==> src/ssdbw_pkg.sv <==
`default_nettype none
package ssdbw_pkg;
  // register offsets within the io window
  localparam logic [1:0] bank_reg_offset = 2'h0;
  localparam logic [1:0] socket_reg_offset = 2'h2;
  // bank register layout
  localparam int wpe_pos = 7;
  localparam int bank_field_width = 7;
  // socket register layout
  localparam int socket_field_lsb = 2;
  localparam logic [3:0] socket_fixed_upper = 4'h1;
  // reset values
  localparam logic [7:0] bank_reg_reset = 8'h00;
  localparam logic [1:0] socket_reg_reset = 2'h0;
  // bank geometry
  localparam int bank_byte_bits = 13;
  localparam int io_addr_width = 10;
  localparam int mem_addr_width = 20;
  localparam int socket_count = 3;

  typedef enum logic [1:0] {
    ssdbw_sock_off_type_v,
    ssdbw_sock_one_type_v,
    ssdbw_sock_two_type_v,
    ssdbw_sock_three_type_v
  } ssdbw_socket_type;

  typedef struct packed {
    logic write_protect_enable;
    logic [bank_field_width-1:0] bank_field_bits;
  } ssdbw_bank_type;

  typedef struct packed {
    logic [socket_count-1:0] socket_sel_n;
    logic [bank_field_width-1:0] bank_field_bits;
    logic [bank_byte_bits-1:0] offset;
    logic write_n;
    logic read_n;
  } ssdbw_mem_type;
endpackage
`default_nettype wire

==> src/ssdbw_top.sv <==
`timescale 1ns/1ps
`default_nettype none
module ssdbw_top
  import ssdbw_pkg::*;
(
  // clock and reset
  input wire logic core_clk_in,
  input wire logic sys_rst_in,
  // straps
  input wire logic [io_addr_width-3:0] io_base_strap_in,
  input wire logic [mem_addr_width-bank_byte_bits-1:0] window_range_strap_in,
  // host io side
  input wire logic [io_addr_width-1:0] io_addr_in,
  input wire logic io_wr_in,
  input wire logic io_rd_in,
  input wire logic [7:0] io_wdata_in,
  output logic [7:0] io_rdata_out,
  output logic io_hit_out,
  // host memory side
  input wire logic [mem_addr_width-1:0] mem_addr_in,
  input wire logic mem_wr_in,
  input wire logic mem_rd_in,
  // socket side
  output ssdbw_mem_type sock_out
);
  // -----------------------------
  // helpers
  // -----------------------------
  // both low bits kept in the offset compare; the 4-byte block rides on the strap
  function automatic logic reg_hit(
    input logic [io_addr_width-1:0] a,
    input logic [io_addr_width-3:0] base,
    input logic [1:0] off
  );
    reg_hit = (a[io_addr_width-1:2] == base) && (a[1:0] == off);
  endfunction

  // one low select per code; code 00 keeps every socket dark
  function automatic logic [socket_count-1:0] socket_mask(input ssdbw_socket_type code);
    logic [socket_count-1:0] mask;
    mask = {socket_count{1'b1}};
    case (code)
      ssdbw_sock_one_type_v: begin
        mask[0] = 1'b0;
      end
      ssdbw_sock_two_type_v: begin
        mask[1] = 1'b0;
      end
      ssdbw_sock_three_type_v: begin
        mask[2] = 1'b0;
      end
      default: begin
        mask = {socket_count{1'b1}};
      end
    endcase
    socket_mask = mask;
  endfunction

  // protect flag on top of the seven bank bits
  function automatic logic [7:0] bank_image(input ssdbw_bank_type b);
    bank_image = {b.write_protect_enable, b.bank_field_bits};
  endfunction

  // fixed upper nibble, socket field, low pair reads as zero
  function automatic logic [7:0] socket_image(input ssdbw_socket_type code);
    socket_image = {socket_fixed_upper, code, 2'h0};
  endfunction

  // active-low strobe: a window hit with the command and nothing blocking it
  function automatic logic strobe_n(input logic hit, input logic cmd, input logic block);
    strobe_n = !(hit && cmd && !block);
  endfunction

  // -----------------------------
  // io decode
  // -----------------------------
  logic bank_sel;
  logic sock_sel;
  logic bank_wr;
  logic sock_wr;
  logic bank_rd;
  logic sock_rd;
  logic miss_rd;

  // straps are static, so the decode needs no register
  // writes to unmapped offsets are dropped without an answer
  always_comb begin
    bank_sel = reg_hit(io_addr_in, io_base_strap_in, bank_reg_offset);
    sock_sel = reg_hit(io_addr_in, io_base_strap_in, socket_reg_offset);
    bank_wr = io_wr_in && bank_sel;
    sock_wr = io_wr_in && sock_sel;
    bank_rd = io_rd_in && bank_sel;
    sock_rd = io_rd_in && sock_sel;
    miss_rd = io_rd_in && !bank_sel && !sock_sel;
    io_hit_out = bank_sel || sock_sel;
  end

  // -----------------------------
  // selection registers
  // -----------------------------
  ssdbw_bank_type bank_ff;
  ssdbw_bank_type nxt_bank;
  ssdbw_socket_type socket_ff;
  ssdbw_socket_type nxt_socket;

  // a write lands at its taking edge, so the very next window access sees it
  always_comb begin
    nxt_bank = bank_ff;
    nxt_socket = socket_ff;
    if (bank_wr) begin
      nxt_bank = ssdbw_bank_type'(io_wdata_in);
    end
    if (sock_wr) begin
      nxt_socket = ssdbw_socket_type'(io_wdata_in[socket_field_lsb +: 2]);
    end
  end

  always_ff @(posedge core_clk_in or posedge sys_rst_in) begin
    if (sys_rst_in) begin
      bank_ff <= ssdbw_bank_type'(bank_reg_reset);
      socket_ff <= ssdbw_socket_type'(socket_reg_reset);
    end else begin
      bank_ff <= nxt_bank;
      socket_ff <= nxt_socket;
    end
  end

  // -----------------------------
  // read data
  // -----------------------------
  logic [7:0] rdata_ff;
  logic [7:0] nxt_rdata;

  // data stands until the next read, so a slow host may sample it late
  always_comb begin
    nxt_rdata = rdata_ff;
    if (bank_rd) begin
      nxt_rdata = bank_image(bank_ff);
    end else if (sock_rd) begin
      nxt_rdata = socket_image(socket_ff);
    end else if (miss_rd) begin
      nxt_rdata = 8'hff;
    end
  end

  always_ff @(posedge core_clk_in or posedge sys_rst_in) begin
    if (sys_rst_in) begin
      rdata_ff <= 8'h00;
    end else begin
      rdata_ff <= nxt_rdata;
    end
  end

  assign io_rdata_out = rdata_ff;

  // -----------------------------
  // memory window
  // -----------------------------
  logic win_hit;
  logic rd_strobe_n;
  logic wr_strobe_n;

  // window compare kept apart so a wider strap only touches that module
  ssdbw_window_dec u_dec (
    .mem_addr_in(mem_addr_in),
    .window_range_strap_in(window_range_strap_in),
    .hit_out(win_hit)
  );

  always_comb begin
    rd_strobe_n = strobe_n(win_hit, mem_rd_in, 1'b0);
    // protect gates only the write strobe; reads go on as before
    wr_strobe_n = strobe_n(win_hit, mem_wr_in, bank_ff.write_protect_enable);
  end

  // -----------------------------
  // socket strobes
  // -----------------------------
  ssdbw_mem_type sock_ff;
  ssdbw_mem_type nxt_sock;

  // registered strobes cost a cycle but keep the socket pins glitch free
  always_comb begin
    nxt_sock.socket_sel_n = {socket_count{1'b1}};
    if (win_hit) begin
      nxt_sock.socket_sel_n = socket_mask(socket_ff);
    end
    nxt_sock.bank_field_bits = bank_ff.bank_field_bits;
    nxt_sock.offset = mem_addr_in[bank_byte_bits-1:0];
    nxt_sock.read_n = rd_strobe_n;
    nxt_sock.write_n = wr_strobe_n;
  end

  always_ff @(posedge core_clk_in or posedge sys_rst_in) begin
    if (sys_rst_in) begin
      sock_ff.socket_sel_n <= {socket_count{1'b1}};
      sock_ff.bank_field_bits <= '0;
      sock_ff.offset <= '0;
      sock_ff.write_n <= 1'b1;
      sock_ff.read_n <= 1'b1;
    end else begin
      sock_ff <= nxt_sock;
    end
  end

  assign sock_out = sock_ff;
  // bank patterns per chip size are composed by host software and pass through untouched
endmodule
`default_nettype wire

==> src/ssdbw_window_dec.sv <==
`timescale 1ns/1ps
`default_nettype none
module ssdbw_window_dec
  import ssdbw_pkg::*;
(
  // host memory address and straps
  input wire logic [mem_addr_width-1:0] mem_addr_in,
  input wire logic [mem_addr_width-bank_byte_bits-1:0] window_range_strap_in,
  // hit
  output logic hit_out
);
  // -----------------------------
  // window compare
  // -----------------------------
  always_comb begin
    hit_out = (mem_addr_in[mem_addr_width-1:bank_byte_bits] == window_range_strap_in);
  end
endmodule
`default_nettype wire

==> config.mk <==
export PLATFORM = sky130hd
export DESIGN_NAME = ssdbw_top
export DESIGN_NICKNAME = d
export VERILOG_FILES = /design/src/ssdbw_pkg.sv /design/src/ssdbw_top.sv /design/src/ssdbw_window_dec.sv
export SDC_FILE = /design/constraint.sdc
export NUM_CORES = 1
export LEC_CHECK = 0
export BUFFER_PORTS_ARGS = -buffer_cell sky130_fd_sc_hd__clkbuf_2
export CAP_MARGIN = 10
export CORE_UTILIZATION = 43
export CTS_CLUSTER_SIZE = 30
export DETAILED_ROUTE_END_ITERATION = 6
export HOLD_SLACK_MARGIN = 0.06
export PLACE_DENSITY = 0.81
export SLEW_MARGIN = 5
export SYNTH_ARGS = -nofsm -noshare
export SYNTH_HDL_FRONTEND = slang
export SYNTH_SLANG_ARGS = --single-unit
==> constraint.sdc <==
create_clock -name core_clk_in -period 1.4 [get_ports core_clk_in]
set_input_delay 0.07 -clock core_clk_in [delete_from_list [all_inputs] [get_ports core_clk_in]]
set_output_delay 0.07 -clock core_clk_in [all_outputs]
set_load 0.1 [all_outputs]
==> key figures, run 1 <==
Outcome
  • Status: completed

Final layout
  • Share of cells above drive strength 1: around half
  • Fin nets: between 200 and 300
  • Post-layout instance area: 2492 sq um
  • Area Growth Syn to Fin: 54.78%
  • Final Non-Filler Cells: ~280
  • Final cell utilization of the core: 71.86%
  • N_diodes: 0
  • Fillers: about 250

CTS
  • Clock root cell: clkbuf_8
  • H-tree levels: 2
  • Clk_lat worst skew: roughly 0.29 ns
  • Num CTS Buffers: 5
  • CTS tree: built
  • Clock transition at path regs: about 0.08 ns
  • Clock Sinks: 43
  • CTS Buffer Depth: 2

Setup path
  • Crit path capture type: output port
  • Element type at the critical path start: primary input
  • Worst setup path category: primary input to output port
  • Worst reg2reg setup slack: about 0.57 ns
  • Req. time, crit path: 1.33 ns
  • Worst path arrival time: around 1.2 ns
  • Crit-path max FO: 9

Pwr
  • Cell Pwr Density: around 1000 nW/um^2
  • Total chip power: 2.509 mW
  • Peak VDD IR: roughly 460 uV
  • P_leak: approximately 1.2 nW

Flow run
  • Max-Cap Viols: 0

Routing
  • Total Wirelength: about 3700 um
  • Post-DRT Antenna Nets: 0
  • DRC: 0
  • Initial DRC Count: 69
  • Routed vias/inst: about 4.5
  • DRT Pass-1 Iters: 4
  • Vias: roughly 1300
  • Wire length per cell: between 10 and 15 um

Global routing
  • Largest net degree at the start of global routing: 44
  • Global-route total usage across every layer: a little over a fifth
  • Antenna violations before repair: 0
  • Number of global-route vias before repair: about 1400
  • GRT overflow: 0
  • First-pass GRT wire length: 6341 um

STA
  • Final WS setup: ~0.16 ns
  • Hold Violations, Final: 0
  • Worst-margin pin slew: 0.5590 ns
  • RSZ-0062 raised after global routing: false
  • Fin crit period: roughly 1.2 ns
  • Fin Hold WS: 0.1850 ns
  • Final period utilization: roughly nine tenths
  • Total Neg Setup Slack: 0 ns
  • Max-slew violation count: 0
  • Fmax: ~810 MHz
  • Fin Clk Skew: approximately 0.0038 ns
  • Setup violators final: 0
  • Max-slew headroom: 62.89%

Place
  • Placed cell area: approximately 2200 sq um
  • Gpl congestion: 0.6962
  • I/O Buffers: 92
  • HPWL after DPL: roughly 2600 um
  • DP Cell Count: approximately 250
  • Setup WS pre-CTS: -0.01458 ns

Logic synthesis
  • Syn avg cell area: approximately 14 sq um
  • Synth top area cells: dfrtp_1 59%, dfstp_2 8.2%, mux2_2 7.0%, xor2_1 6.0%, a31oi_1 3.1%
  • Prevailing post-synth register cell: dfrtp_1
  • Share of the synthesized area in the top cell type: 59.05%
  • Sequential-to-total area share from yosys stat: between 60% and 70%
  • Number of synthesis warnings: 0
  • Post-synth EDFFs: 0
  • Post-Syn Area: roughly 1600 sq um
  • Synth unique cells: 24
  • #FFs+latches synth: 43
  • Synth Instances: about 110
  • Yosys top cell by area: dfrtp_1
  • Net Count, Synth: 171
  • Ys async rst share: 100.0%

Floorplanning
  • Die width: 63.20 um
  • DIE HEIGHT: between 60 and 70 um
  • Core Area: about 3500 sq um
  • DIE AREA: around 4000 sq um
  • Initial Utilization: between 40% and 50%
  • I/O Pins: between 90 and 100
  • Num rows: 21

Min path
  • Worst hold path class: primary input to flip-flop
[flip-flops by register name (all words and copies together), names as in the netlist]
signal / count
sock_out: 25
bank_ff: 8
io_rdata_out: 8
socket_ff: 2
[worst max-delay path, stage by stage]
cell,delay (ns)
clkbuf_2,0.09
xor2_1,0.18
nor4_4,0.33
and3_4,0.32
buf_12,0.19
[synth_stat cells (2+ instances only)]
library cell / n
nand4_1: 2
nor2_1: 10
nand3b_1: 3
xor2_1: 11
a31oi_1: 8
clkbuf_1: 2
xnor2_1: 4
mux2i_1: 2
nand2b_1: 5
dfstp_2: 5
mux2_2: 10
dfrtp_1: 38
[placed cells by master, fill, tap and decap left out, types with 2 or more instances in the layout]
cell,synthesis,layout
a31oi_1,8,8
xnor2_1,4,4
clkinvlp_4,0,2
mux2i_1,2,2
clkbuf_8,0,5
dfstp_2,5,5
nor2_1,10,10
dfrtp_1,38,38
nand4_1,2,2
clkbuf_2,0,86
xor2_1,11,11
mux2_2,10,10
nand3b_1,3,3
dlygate4sd3_1,0,24
nand2b_1,5,5
buf_4,1,8
[report_power, final]
group          total (mW)  switching, mW  internal (mW)  leakage, nW
Sequential           1.29         0.0135           1.27        0.511
Combinational       0.468          0.309          0.159        0.688
Clock               0.754          0.407          0.346       0.0402
[repair_timing]
| action | 4_1_cts | 5_1_grt |
|---|---|---|
| setup endpoints to repair | 0 | 1 |
| endpoints found under the hold margin | 63 | 0 |
| resized for setup | 0 | 1 |
| buffers inserted | 0 | 1 |
| hold buffers | 24 | 0 |
[worst paths after layout]
path	cells after the start	endpoint	startpoint
max	5	io_hit_out	io_base_strap_in[6]
min	2	io_rdata_out[6]	io_rd_in
max reg2reg	1	socket_ff[1]	socket_ff[1]
min reg2reg	0	sock_out[17]	bank_ff[2]
max in group asynchronous	4	sock_out[0]	sys_rst_in
min in group asynchronous	4	sock_out[2]	sys_rst_in
[kinds of logic after synthesis]
family,after synthesis,share of synthesized area (%)
multiplexers,12,8.236
flip-flops,43,67.21
AND/OR/NAND/NOR,29,11.89
buffers and inverters,5,1.399
AO/OA/AOI/OAI,8,3.108
XOR/XNOR,15,8.158
[routing by layer]
metal,share of wire (%),vias to the layer above,global-route usage [%]
met4,0.78,0,7.955
met3,6.9,2,6.159
met2,54,66,39.11
li1,-,619,-
met1,38,573,22.58
met5,0,-,0
[cell type report]
| class | count | area, sq um | area share (%) |
|---|---|---|---|
| sequential | 43 | 1082 | 43.42 |
| timing repair buffer | 119 | 750.7 | 30.12 |
| multi-input combinational | 64 | 509.2 | 20.43 |
| clock buffer | 5 | 68.82 | 2.761 |
| tap | 46 | 57.56 | 2.309 |
| clock inverter | 3 | 20.02 | 0.8032 |
| inverter | 1 | 3.754 | 0.1506 |
Note: power is estimated with default switching activity, not from simulation.
==> inputs of run 2 (changes only) <==
PLACE_DENSITY = 0.79   (was 0.81)
==> key figures, run 2 (synthesis results as in run 1) <==
Outcome
  • Status: completed (unchanged)

Routing
  • DRT Pass-1 Iters: 4 (unchanged)
  • Vias: 1298 (was 1260)
  • Initial DRC Count: 26 (was 69)
  • DRC: 0 (unchanged)
  • Total Wirelength: 3562 um (was 3734 um)
  • Wire length per cell: 12.77 um (was 13.29 um)
  • Routed vias/inst: 4.652 (was 4.484)
  • Post-DRT Antenna Nets: 0 (unchanged)

Setup path
  • Element type at the critical path start: primary input (unchanged)
  • Worst setup path category: primary input to output port (unchanged)
  • Critical R2R Launch: socket_ff[0] (was socket_ff[1])
  • CP cell instances: clkbuf_2, xor2_1, nor4_4, and3_4, buf_12 (unchanged)
  • Crit-path max FO: 9 (unchanged)
  • Worst path arrival time: 1.23 ns (was 1.17 ns)
  • Buf+Inv Stages, Crit Path: 2 (unchanged)
  • Crit path capture type: output port (unchanged)
  • Worst reg2reg setup slack: 0.58 ns (was 0.57 ns)
  • RR Endpoint: socket_ff[0] (was socket_ff[1])
  • Crit path max-delay family: simple AND/OR/NAND/NOR gates (unchanged)
  • CP peak stage delay: 0.36 ns (was 0.33 ns)
  • Req. time, crit path: 1.33 ns (about the same)
  • CP max-delay cell: nor4_4 (unchanged)
  • Worst R2R Path Depth: 1 (unchanged)

CTS
  • Num CTS Buffers: 5 (unchanged)
  • H-tree levels: 2 (unchanged)
  • Clock Sinks: 43 (unchanged)
  • Clock transition at path regs: 0.07 ns (was 0.08 ns)
  • Clk_lat worst skew: 0.29 ns (about the same)
  • CTS Buffer Depth: 2 (unchanged)
  • Clock root cell: clkbuf_8 (unchanged)
  • CTS tree: built (unchanged)

Pwr
  • Total chip power: 2.660 mW (was 2.509 mW)
  • P_leak: 1.245 nW (was 1.239 nW)
  • Peak VDD IR: 568.7 uV (was 462.2 uV)
  • Cell Pwr Density: 1064 nW/um^2 (was 1007 nW/um^2)

Min path
  • WHS Path Cells: 2 (unchanged)
  • Hold Path Sink: io_rdata_out[4] (was io_rdata_out[6])
  • Hold Crit Start: io_rd_in (unchanged)
  • Worst hold path class: primary input to flip-flop (unchanged)

Global routing
  • First-pass GRT wire length: 5892 um (was 6341 um)
  • Number of global-route vias before repair: 1329 (was 1414)
  • Global-route total usage across every layer: 19.96% (was 21.20%)
  • Largest net degree at the start of global routing: 44 (unchanged)
  • GRT overflow: 0 (unchanged)
  • Antenna violations before repair: 0 (unchanged)

Final layout
  • N_diodes: 0 (unchanged)
  • Area Growth Syn to Fin: 55.17% (was 54.78%)
  • Largest register FFs: 25 (unchanged)
  • Leading cell type in the layout, fill and taps excluded: clkbuf_2 (unchanged)
  • Fin nets: 292 (was 293)
  • Share of cells above drive strength 1: 51.07% (was 51.91%)
  • Post-layout instance area: 2499 sq um (was 2492 sq um)
  • Commonest cells after routing, fill and taps aside: 86 x clkbuf_2, 38 x dfrtp_1, 24 x dlygate4sd3_1 (unchanged)
  • Final cell utilization of the core: 72.04% (was 71.86%)

STA
  • Total Neg Setup Slack: 0 ns (unchanged)
  • Max-slew violation count: 0 (unchanged)
  • RSZ-0062 raised after global routing: false (unchanged)
  • Max-slew headroom: 63.13% (was 62.89%)
  • Hold Violations, Final: 0 (unchanged)
  • Fin crit period: 1.298 ns (was 1.239 ns)
  • Final period utilization: 92.74% (was 88.52%)
  • Setup violators final: 0 (unchanged)
  • Fmax: 770.2 MHz (was 806.9 MHz)
  • Fin Clk Skew: 0.002844 ns (was 0.003801 ns)
  • Worst-margin pin slew: 0.5554 ns (was 0.5590 ns)

Floorplanning
  • DIE HEIGHT: 63.20 um (unchanged)
  • Core Area: 3468 sq um (unchanged)
  • I/O Pins: 93 (unchanged)
  • Initial Utilization: 46.43% (unchanged)
  • DIE AREA: 3994 sq um (unchanged)
  • Num rows: 21 (unchanged)
  • Die width: 63.20 um (unchanged)

Flow run
  • Max-Cap Viols: 0 (unchanged)

Place
  • Gpl congestion: 0.7431 (was 0.6962)
  • Placed cell area: 2152 sq um (unchanged)
  • I/O Buffers: 92 (unchanged)
## run 2: changes by cell type in the layout (fill, tap and decap cells not counted), sizes merged
cell,delta
bufinv,+1
clkinv,-1
clkbuf,+1
clkinvlp,-2
buf,-1
## run 2: repair_timing
item                       CTS  global route
hold buffers                24             0
hold endpoints to repair    63             0
resized for setup            0             1
setup endpoints to repair    0             1
buffers inserted             0             0
## run 2: metal layers
metal | vias to the layer above | GRT usage (%) | share of wire (%)
li1 | 617 | - | -
met1 | 614 | 20.24 | 37
met2 | 62 | 37.37 | 54
met3 | 5 | 5.978 | 7.0
met4 | 0 | 8.523 | 1.7
met5 | - | 0 | 0
## run 2: how the worst max path moves through the flow
stage | slack (ns) | to | depth (start not counted) | start
after floorplan | 0.03 | io_rdata_out[0] | 5 | io_base_strap_in[6]
after global placement | 0.07 | bank_ff[7] | 5 | io_base_strap_in[6]
after detailed placement | 0.05 | bank_ff[2] | 5 | io_base_strap_in[6]
after CTS | 0.06 | io_hit_out | 5 | io_base_strap_in[6]
after global routing | 0.02 | io_hit_out | 5 | io_base_strap_in[6]
final | 0.10 | io_hit_out | 5 | io_base_strap_in[6]
## run 2: through the flow
step	hold slack, ns	cells	worst slack (ns)
final	0.1922	279	0.1016
after global placement	0.1780	248	0.06771
after floorplan	0.1014	112	0.03462
after CTS	0.1817	279	0.05724
after detailed placement	0.1797	248	0.05350
after global routing	0.2106	279	0.02023
## run 2: area by class of cell
| class | instances | area (sq um) |
|---|---|---|
| sequential | 43 | 1082 |
| fill | 252 | 969.7 |
| timing repair buffer | 118 | 743.2 |
| multi-input combinational | 64 | 509.2 |
| clock buffer | 6 | 72.57 |
| tap | 46 | 57.56 |
| clock inverter | 1 | 30.03 |
| inverter | 1 | 3.754 |
## run 2: power by group
group          internal (mW)  switching [mW]
logic                  0.158           0.308
registers               1.27          0.0141
clock network          0.522           0.383
==> inputs of run 3 (changes only) <==
ABC_AREA = 1   (was unset)
CORE_UTILIZATION = 45   (was 43)
RECOVER_POWER = 100   (was unset)
==> key figures, run 3 <==
Global routing
  • GRT Max-Usage Layer: met2 (unchanged)
  • GRT overflow: 0 (unchanged)
  • First-pass GRT wire length: 6382 um (was 5892 um)
  • Antenna violations before repair: 0 (unchanged)
  • Global-route track usage on met3: 6.250% (was 5.978%)
  • Global-route total usage across every layer: 20.39% (was 19.96%)
  • Largest net degree at the start of global routing: 34 (was 44)
  • GRT met2 Usage: 33.63% (was 37.37%)
  • Met1 usage: 22.63% (was 20.24%)
  • Number of global-route vias before repair: 1507 (was 1329)

Floorplanning
  • Num rows: 22 (was 21)
  • Core Area: 3771 sq um (was 3468 sq um)
  • Initial Utilization: 48.11% (was 46.43%)
  • DIE AREA: 4290 sq um (was 3994 sq um)
  • Die width: 65.50 um (was 63.20 um)
  • DIE HEIGHT: 65.50 um (was 63.20 um)
  • I/O Pins: 93 (unchanged)

Setup path
  • Buf+Inv Stages, Crit Path: 1 (was 2)
  • Worst path arrival time: 1.22 ns (was 1.23 ns)
  • Worst reg2reg setup slack: 0.35 ns (was 0.58 ns)
  • Crit path max-delay family: flip-flops (was simple AND/OR/NAND/NOR gates)
  • Worst setup path category: flip-flop to output port (was primary input to output port)
  • Critical R2R Launch: bank_ff[4] (was socket_ff[0])
  • CP peak stage delay: 0.52 ns (was 0.36 ns)
  • Req. time, crit path: 1.33 ns (about the same)
  • Worst path depth: 1 (was 5)
  • Worst R2R Path Depth: 3 (was 1)
  • CP max-delay cell: dfstp_2 (was nor4_4)
  • Setup crit start: sock_out[24] (was io_base_strap_in[6])
  • Worst setup path endpoint: sock_out[24] (was io_hit_out)
  • Element type at the critical path start: flip-flop (was primary input)
  • Crit path capture type: output port (unchanged)
  • Crit-path max FO: 1 (was 9)
  • RR Endpoint: io_rdata_out[4] (was socket_ff[0])
  • CP cell instances: buf_2 (was clkbuf_2, xor2_1, nor4_4, and3_4, buf_12)

STA
  • Hold Violations, Final: 0 (unchanged)
  • Fin Clk Skew: 0.003970 ns (was 0.002844 ns)
  • Fin Hold WS: 0.09690 ns (was 0.1922 ns)
  • Setup violators final: 0 (unchanged)
  • Total Neg Setup Slack: 0 ns (unchanged)
  • Final period utilization: 92.23% (was 92.74%)
  • Fmax: 774.5 MHz (was 770.2 MHz)
  • Max-slew violation count: 0 (unchanged)
  • RSZ-0062 raised after global routing: false (unchanged)
  • Fin crit period: 1.291 ns (was 1.298 ns)
  • Final WS setup: 0.1089 ns (was 0.1016 ns)
  • Max-slew headroom: 63.19% (was 63.13%)
  • Worst-margin pin slew: 0.5545 ns (was 0.5554 ns)

Final layout
  • Leading cell type in the layout, fill and taps excluded: clkbuf_2 (unchanged)
  • Area Growth Syn to Fin: 47.66% (was 55.17%)
  • Commonest cells after routing, fill and taps aside: 85 x clkbuf_2, 52 x nand2_1, 38 x inv_1, 38 x dfrtp_1, 24 x dlygate4sd3_1 (was 86 x clkbuf_2, 38 x dfrtp_1, 24 x dlygate4sd3_1)
  • Final Non-Filler Cells: 363 (was 279)
  • Share of cells above drive strength 1: 38.73% (was 51.07%)
  • Largest register FFs: 25 (unchanged)
  • Fin nets: 373 (was 292)
  • N_diodes: 0 (unchanged)

Logic synthesis
  • Synth Instances: 191 (was 112)
  • Net Count, Synth: 250 (was 171)
  • Synth unique cells: 21 (was 24)
  • Synth top area cells: dfrtp_1 52%, nand2_1 10%, inv_1 7.9%, dfstp_2 7.2%, o21ai_2 3.9% (was dfrtp_1 59%, dfstp_2 8.2%, mux2_2 7.0%, xor2_1 6.0%, a31oi_1 3.1%)
  • Post-synth EDFFs: 0 (unchanged)
  • Post-Syn Area: 1814 sq um (was 1610 sq um)
  • Syn avg cell area: 9.499 sq um (was 14.38 sq um)
  • Number of synthesis warnings: 0 (unchanged)
  • Prevailing post-synth register cell: dfrtp_1 (unchanged)
  • Sequential-to-total area share from yosys stat: 59.66% (was 67.21%)
  • Share of the synthesized area in the top cell type: 52.41% (was 59.05%)
  • Count leader, synth: nand2_1 (was dfrtp_1)
  • Post-synth top cells: 50 x nand2_1, 38 x dfrtp_1, 38 x inv_1 (was 38 x dfrtp_1, 11 x xor2_1, 10 x mux2_2, 10 x nor2_1, 8 x a31oi_1)
  • Ys async rst share: 100.0% (unchanged)
  • #FFs+latches synth: 43 (unchanged)
  • Yosys top cell by area: dfrtp_1 (unchanged)

CTS
  • Clock root cell: clkbuf_8 (unchanged)
  • Clock transition at path regs: 0.08 ns (was 0.07 ns)
  • # resized after CTS: 0 (unchanged)
  • CTS tree: built (unchanged)
  • Clk_lat worst skew: 0.29 ns (about the same)
  • CTS Buffer Depth: 2 (unchanged)
  • H-tree levels: 2 (unchanged)
  • Clock Sinks: 43 (unchanged)
  • Num CTS Buffers: 5 (unchanged)

Pwr
  • Cell Pwr Density: 1046 nW/um^2 (was 1064 nW/um^2)
  • NetSw: 0.8226 mW (was 0.7050 mW)
  • P_leak: 1.448 nW (was 1.245 nW)
  • Clock share of power: 33.9% (was 34.0%)
  • Sw Ratio: 29.34% (was 26.51%)
  • Seq pwr share: 46.5% (was 48.5%)
  • Peak VDD IR: 796.8 uV (was 568.7 uV)
  • Combinational Power Share: 19.6% (was 17.5%)
  • Internal power: 1.981 mW (was 1.955 mW)

Flow run
  • Max-Cap Viols: 0 (unchanged)

Place
  • Gpl congestion: 0.7733 (was 0.7431)
  • Setup WS pre-CTS: 0.1088 ns (was 0.05350 ns)
  • I/O Buffers: 92 (unchanged)
  • HPWL after DPL: approximately 3000 um
  • DP Cell Count: 331 (was 248)

Routing
  • Vias: 1592 (was 1298)
  • Wire length per cell: 10.90 um (was 12.77 um)
  • DRT Pass-1 Iters: 4 (unchanged)
  • Initial DRC Count: 23 (was 26)
  • DRC: 0 (unchanged)
  • Routed vias/inst: 4.386 (was 4.652)
  • Total Wirelength: 3957 um (was 3562 um)
  • Post-DRT Antenna Nets: 0 (unchanged)

Min path
  • Worst hold path class: primary input to flip-flop (unchanged)
  • Hold Crit Start: io_rd_in (unchanged)

Outcome
  • Status: completed (unchanged)
[run 3: power by group through the flow]
stage / logic (mW) / registers (mW) / clock network, mW
after detailed placement: 0.512 / 1.33 / 0
after floorplan: 0.119 / 1.56 / 0
after CTS: 0.566 / 1.30 / 0.980
after global placement: 0.504 / 1.33 / 0
after global routing: 0.589 / 1.31 / 1.03
final: 0.550 / 1.30 / 0.951
[run 3: repair_timing]
item / in CTS / in global routing
setup buffers: 0 / 0
hold buffers: 24 / 0
endpoints found under the hold margin: 29 / 0
[run 3: cells by family after synthesis]
group | after synthesis | share of synthesized area (%)
AO/OA/AOI/OAI | 11 | 4.759
XOR/XNOR | 7 | 3.379
AND/OR/NAND/NOR | 89 | 22.90
flip-flops | 43 | 59.66
buffers and inverters | 41 | 9.310
[run 3: stage by stage]
| step | util [%] | instance area, sq um | power (mW) |
|---|---|---|---|
| 5_1_grt | 71.04 | 2679 | 2.928 |
| 6_report | 71.04 | 2679 | 2.803 |
| 3_5_place_dp | 63.17 | 2382 | 1.840 |
| 2_1_floorplan | - | 1826 | 1.679 |
| 4_1_cts | 72.53 | 2735 | 2.850 |
| 3_3_place_gp | 63.17 | 2382 | 1.830 |
[run 3: how the worst min path moves through the flow]
| stage | end | cells after the start |
|---|---|---|
| 2_1_floorplan | sock_out[10] | 0 |
| 3_3_place_gp | sock_out[11] | 2 |
| 3_5_place_dp | sock_out[11] | 2 |
| 4_1_cts | io_rdata_out[3] | 4 |
| 5_1_grt | io_rdata_out[3] | 4 |
| 6_report | io_rdata_out[3] | 4 |
[run 3: cell type report]
cell class / instances / area [sq um]
clock buffers: 5 / 68.82
well taps: 48 / 60.06
multi-input cells: 107 / 546.8
clock inverters: 3 / 43.79
fillers: 293 / 1092
repair buffers: 119 / 734.5
inverters: 38 / 142.6
flip-flops and latches: 43 / 1082
[run 3: per-layer routing]
| metal | part of all wire (%) | up-vias |
|---|---|---|
| met2 | 50 | 62 |
| met4 | 2.9 | 0 |
| met3 | 6.8 | 10 |
| li1 | - | 820 |
| met1 | 41 | 700 |
| met5 | 0 | - |
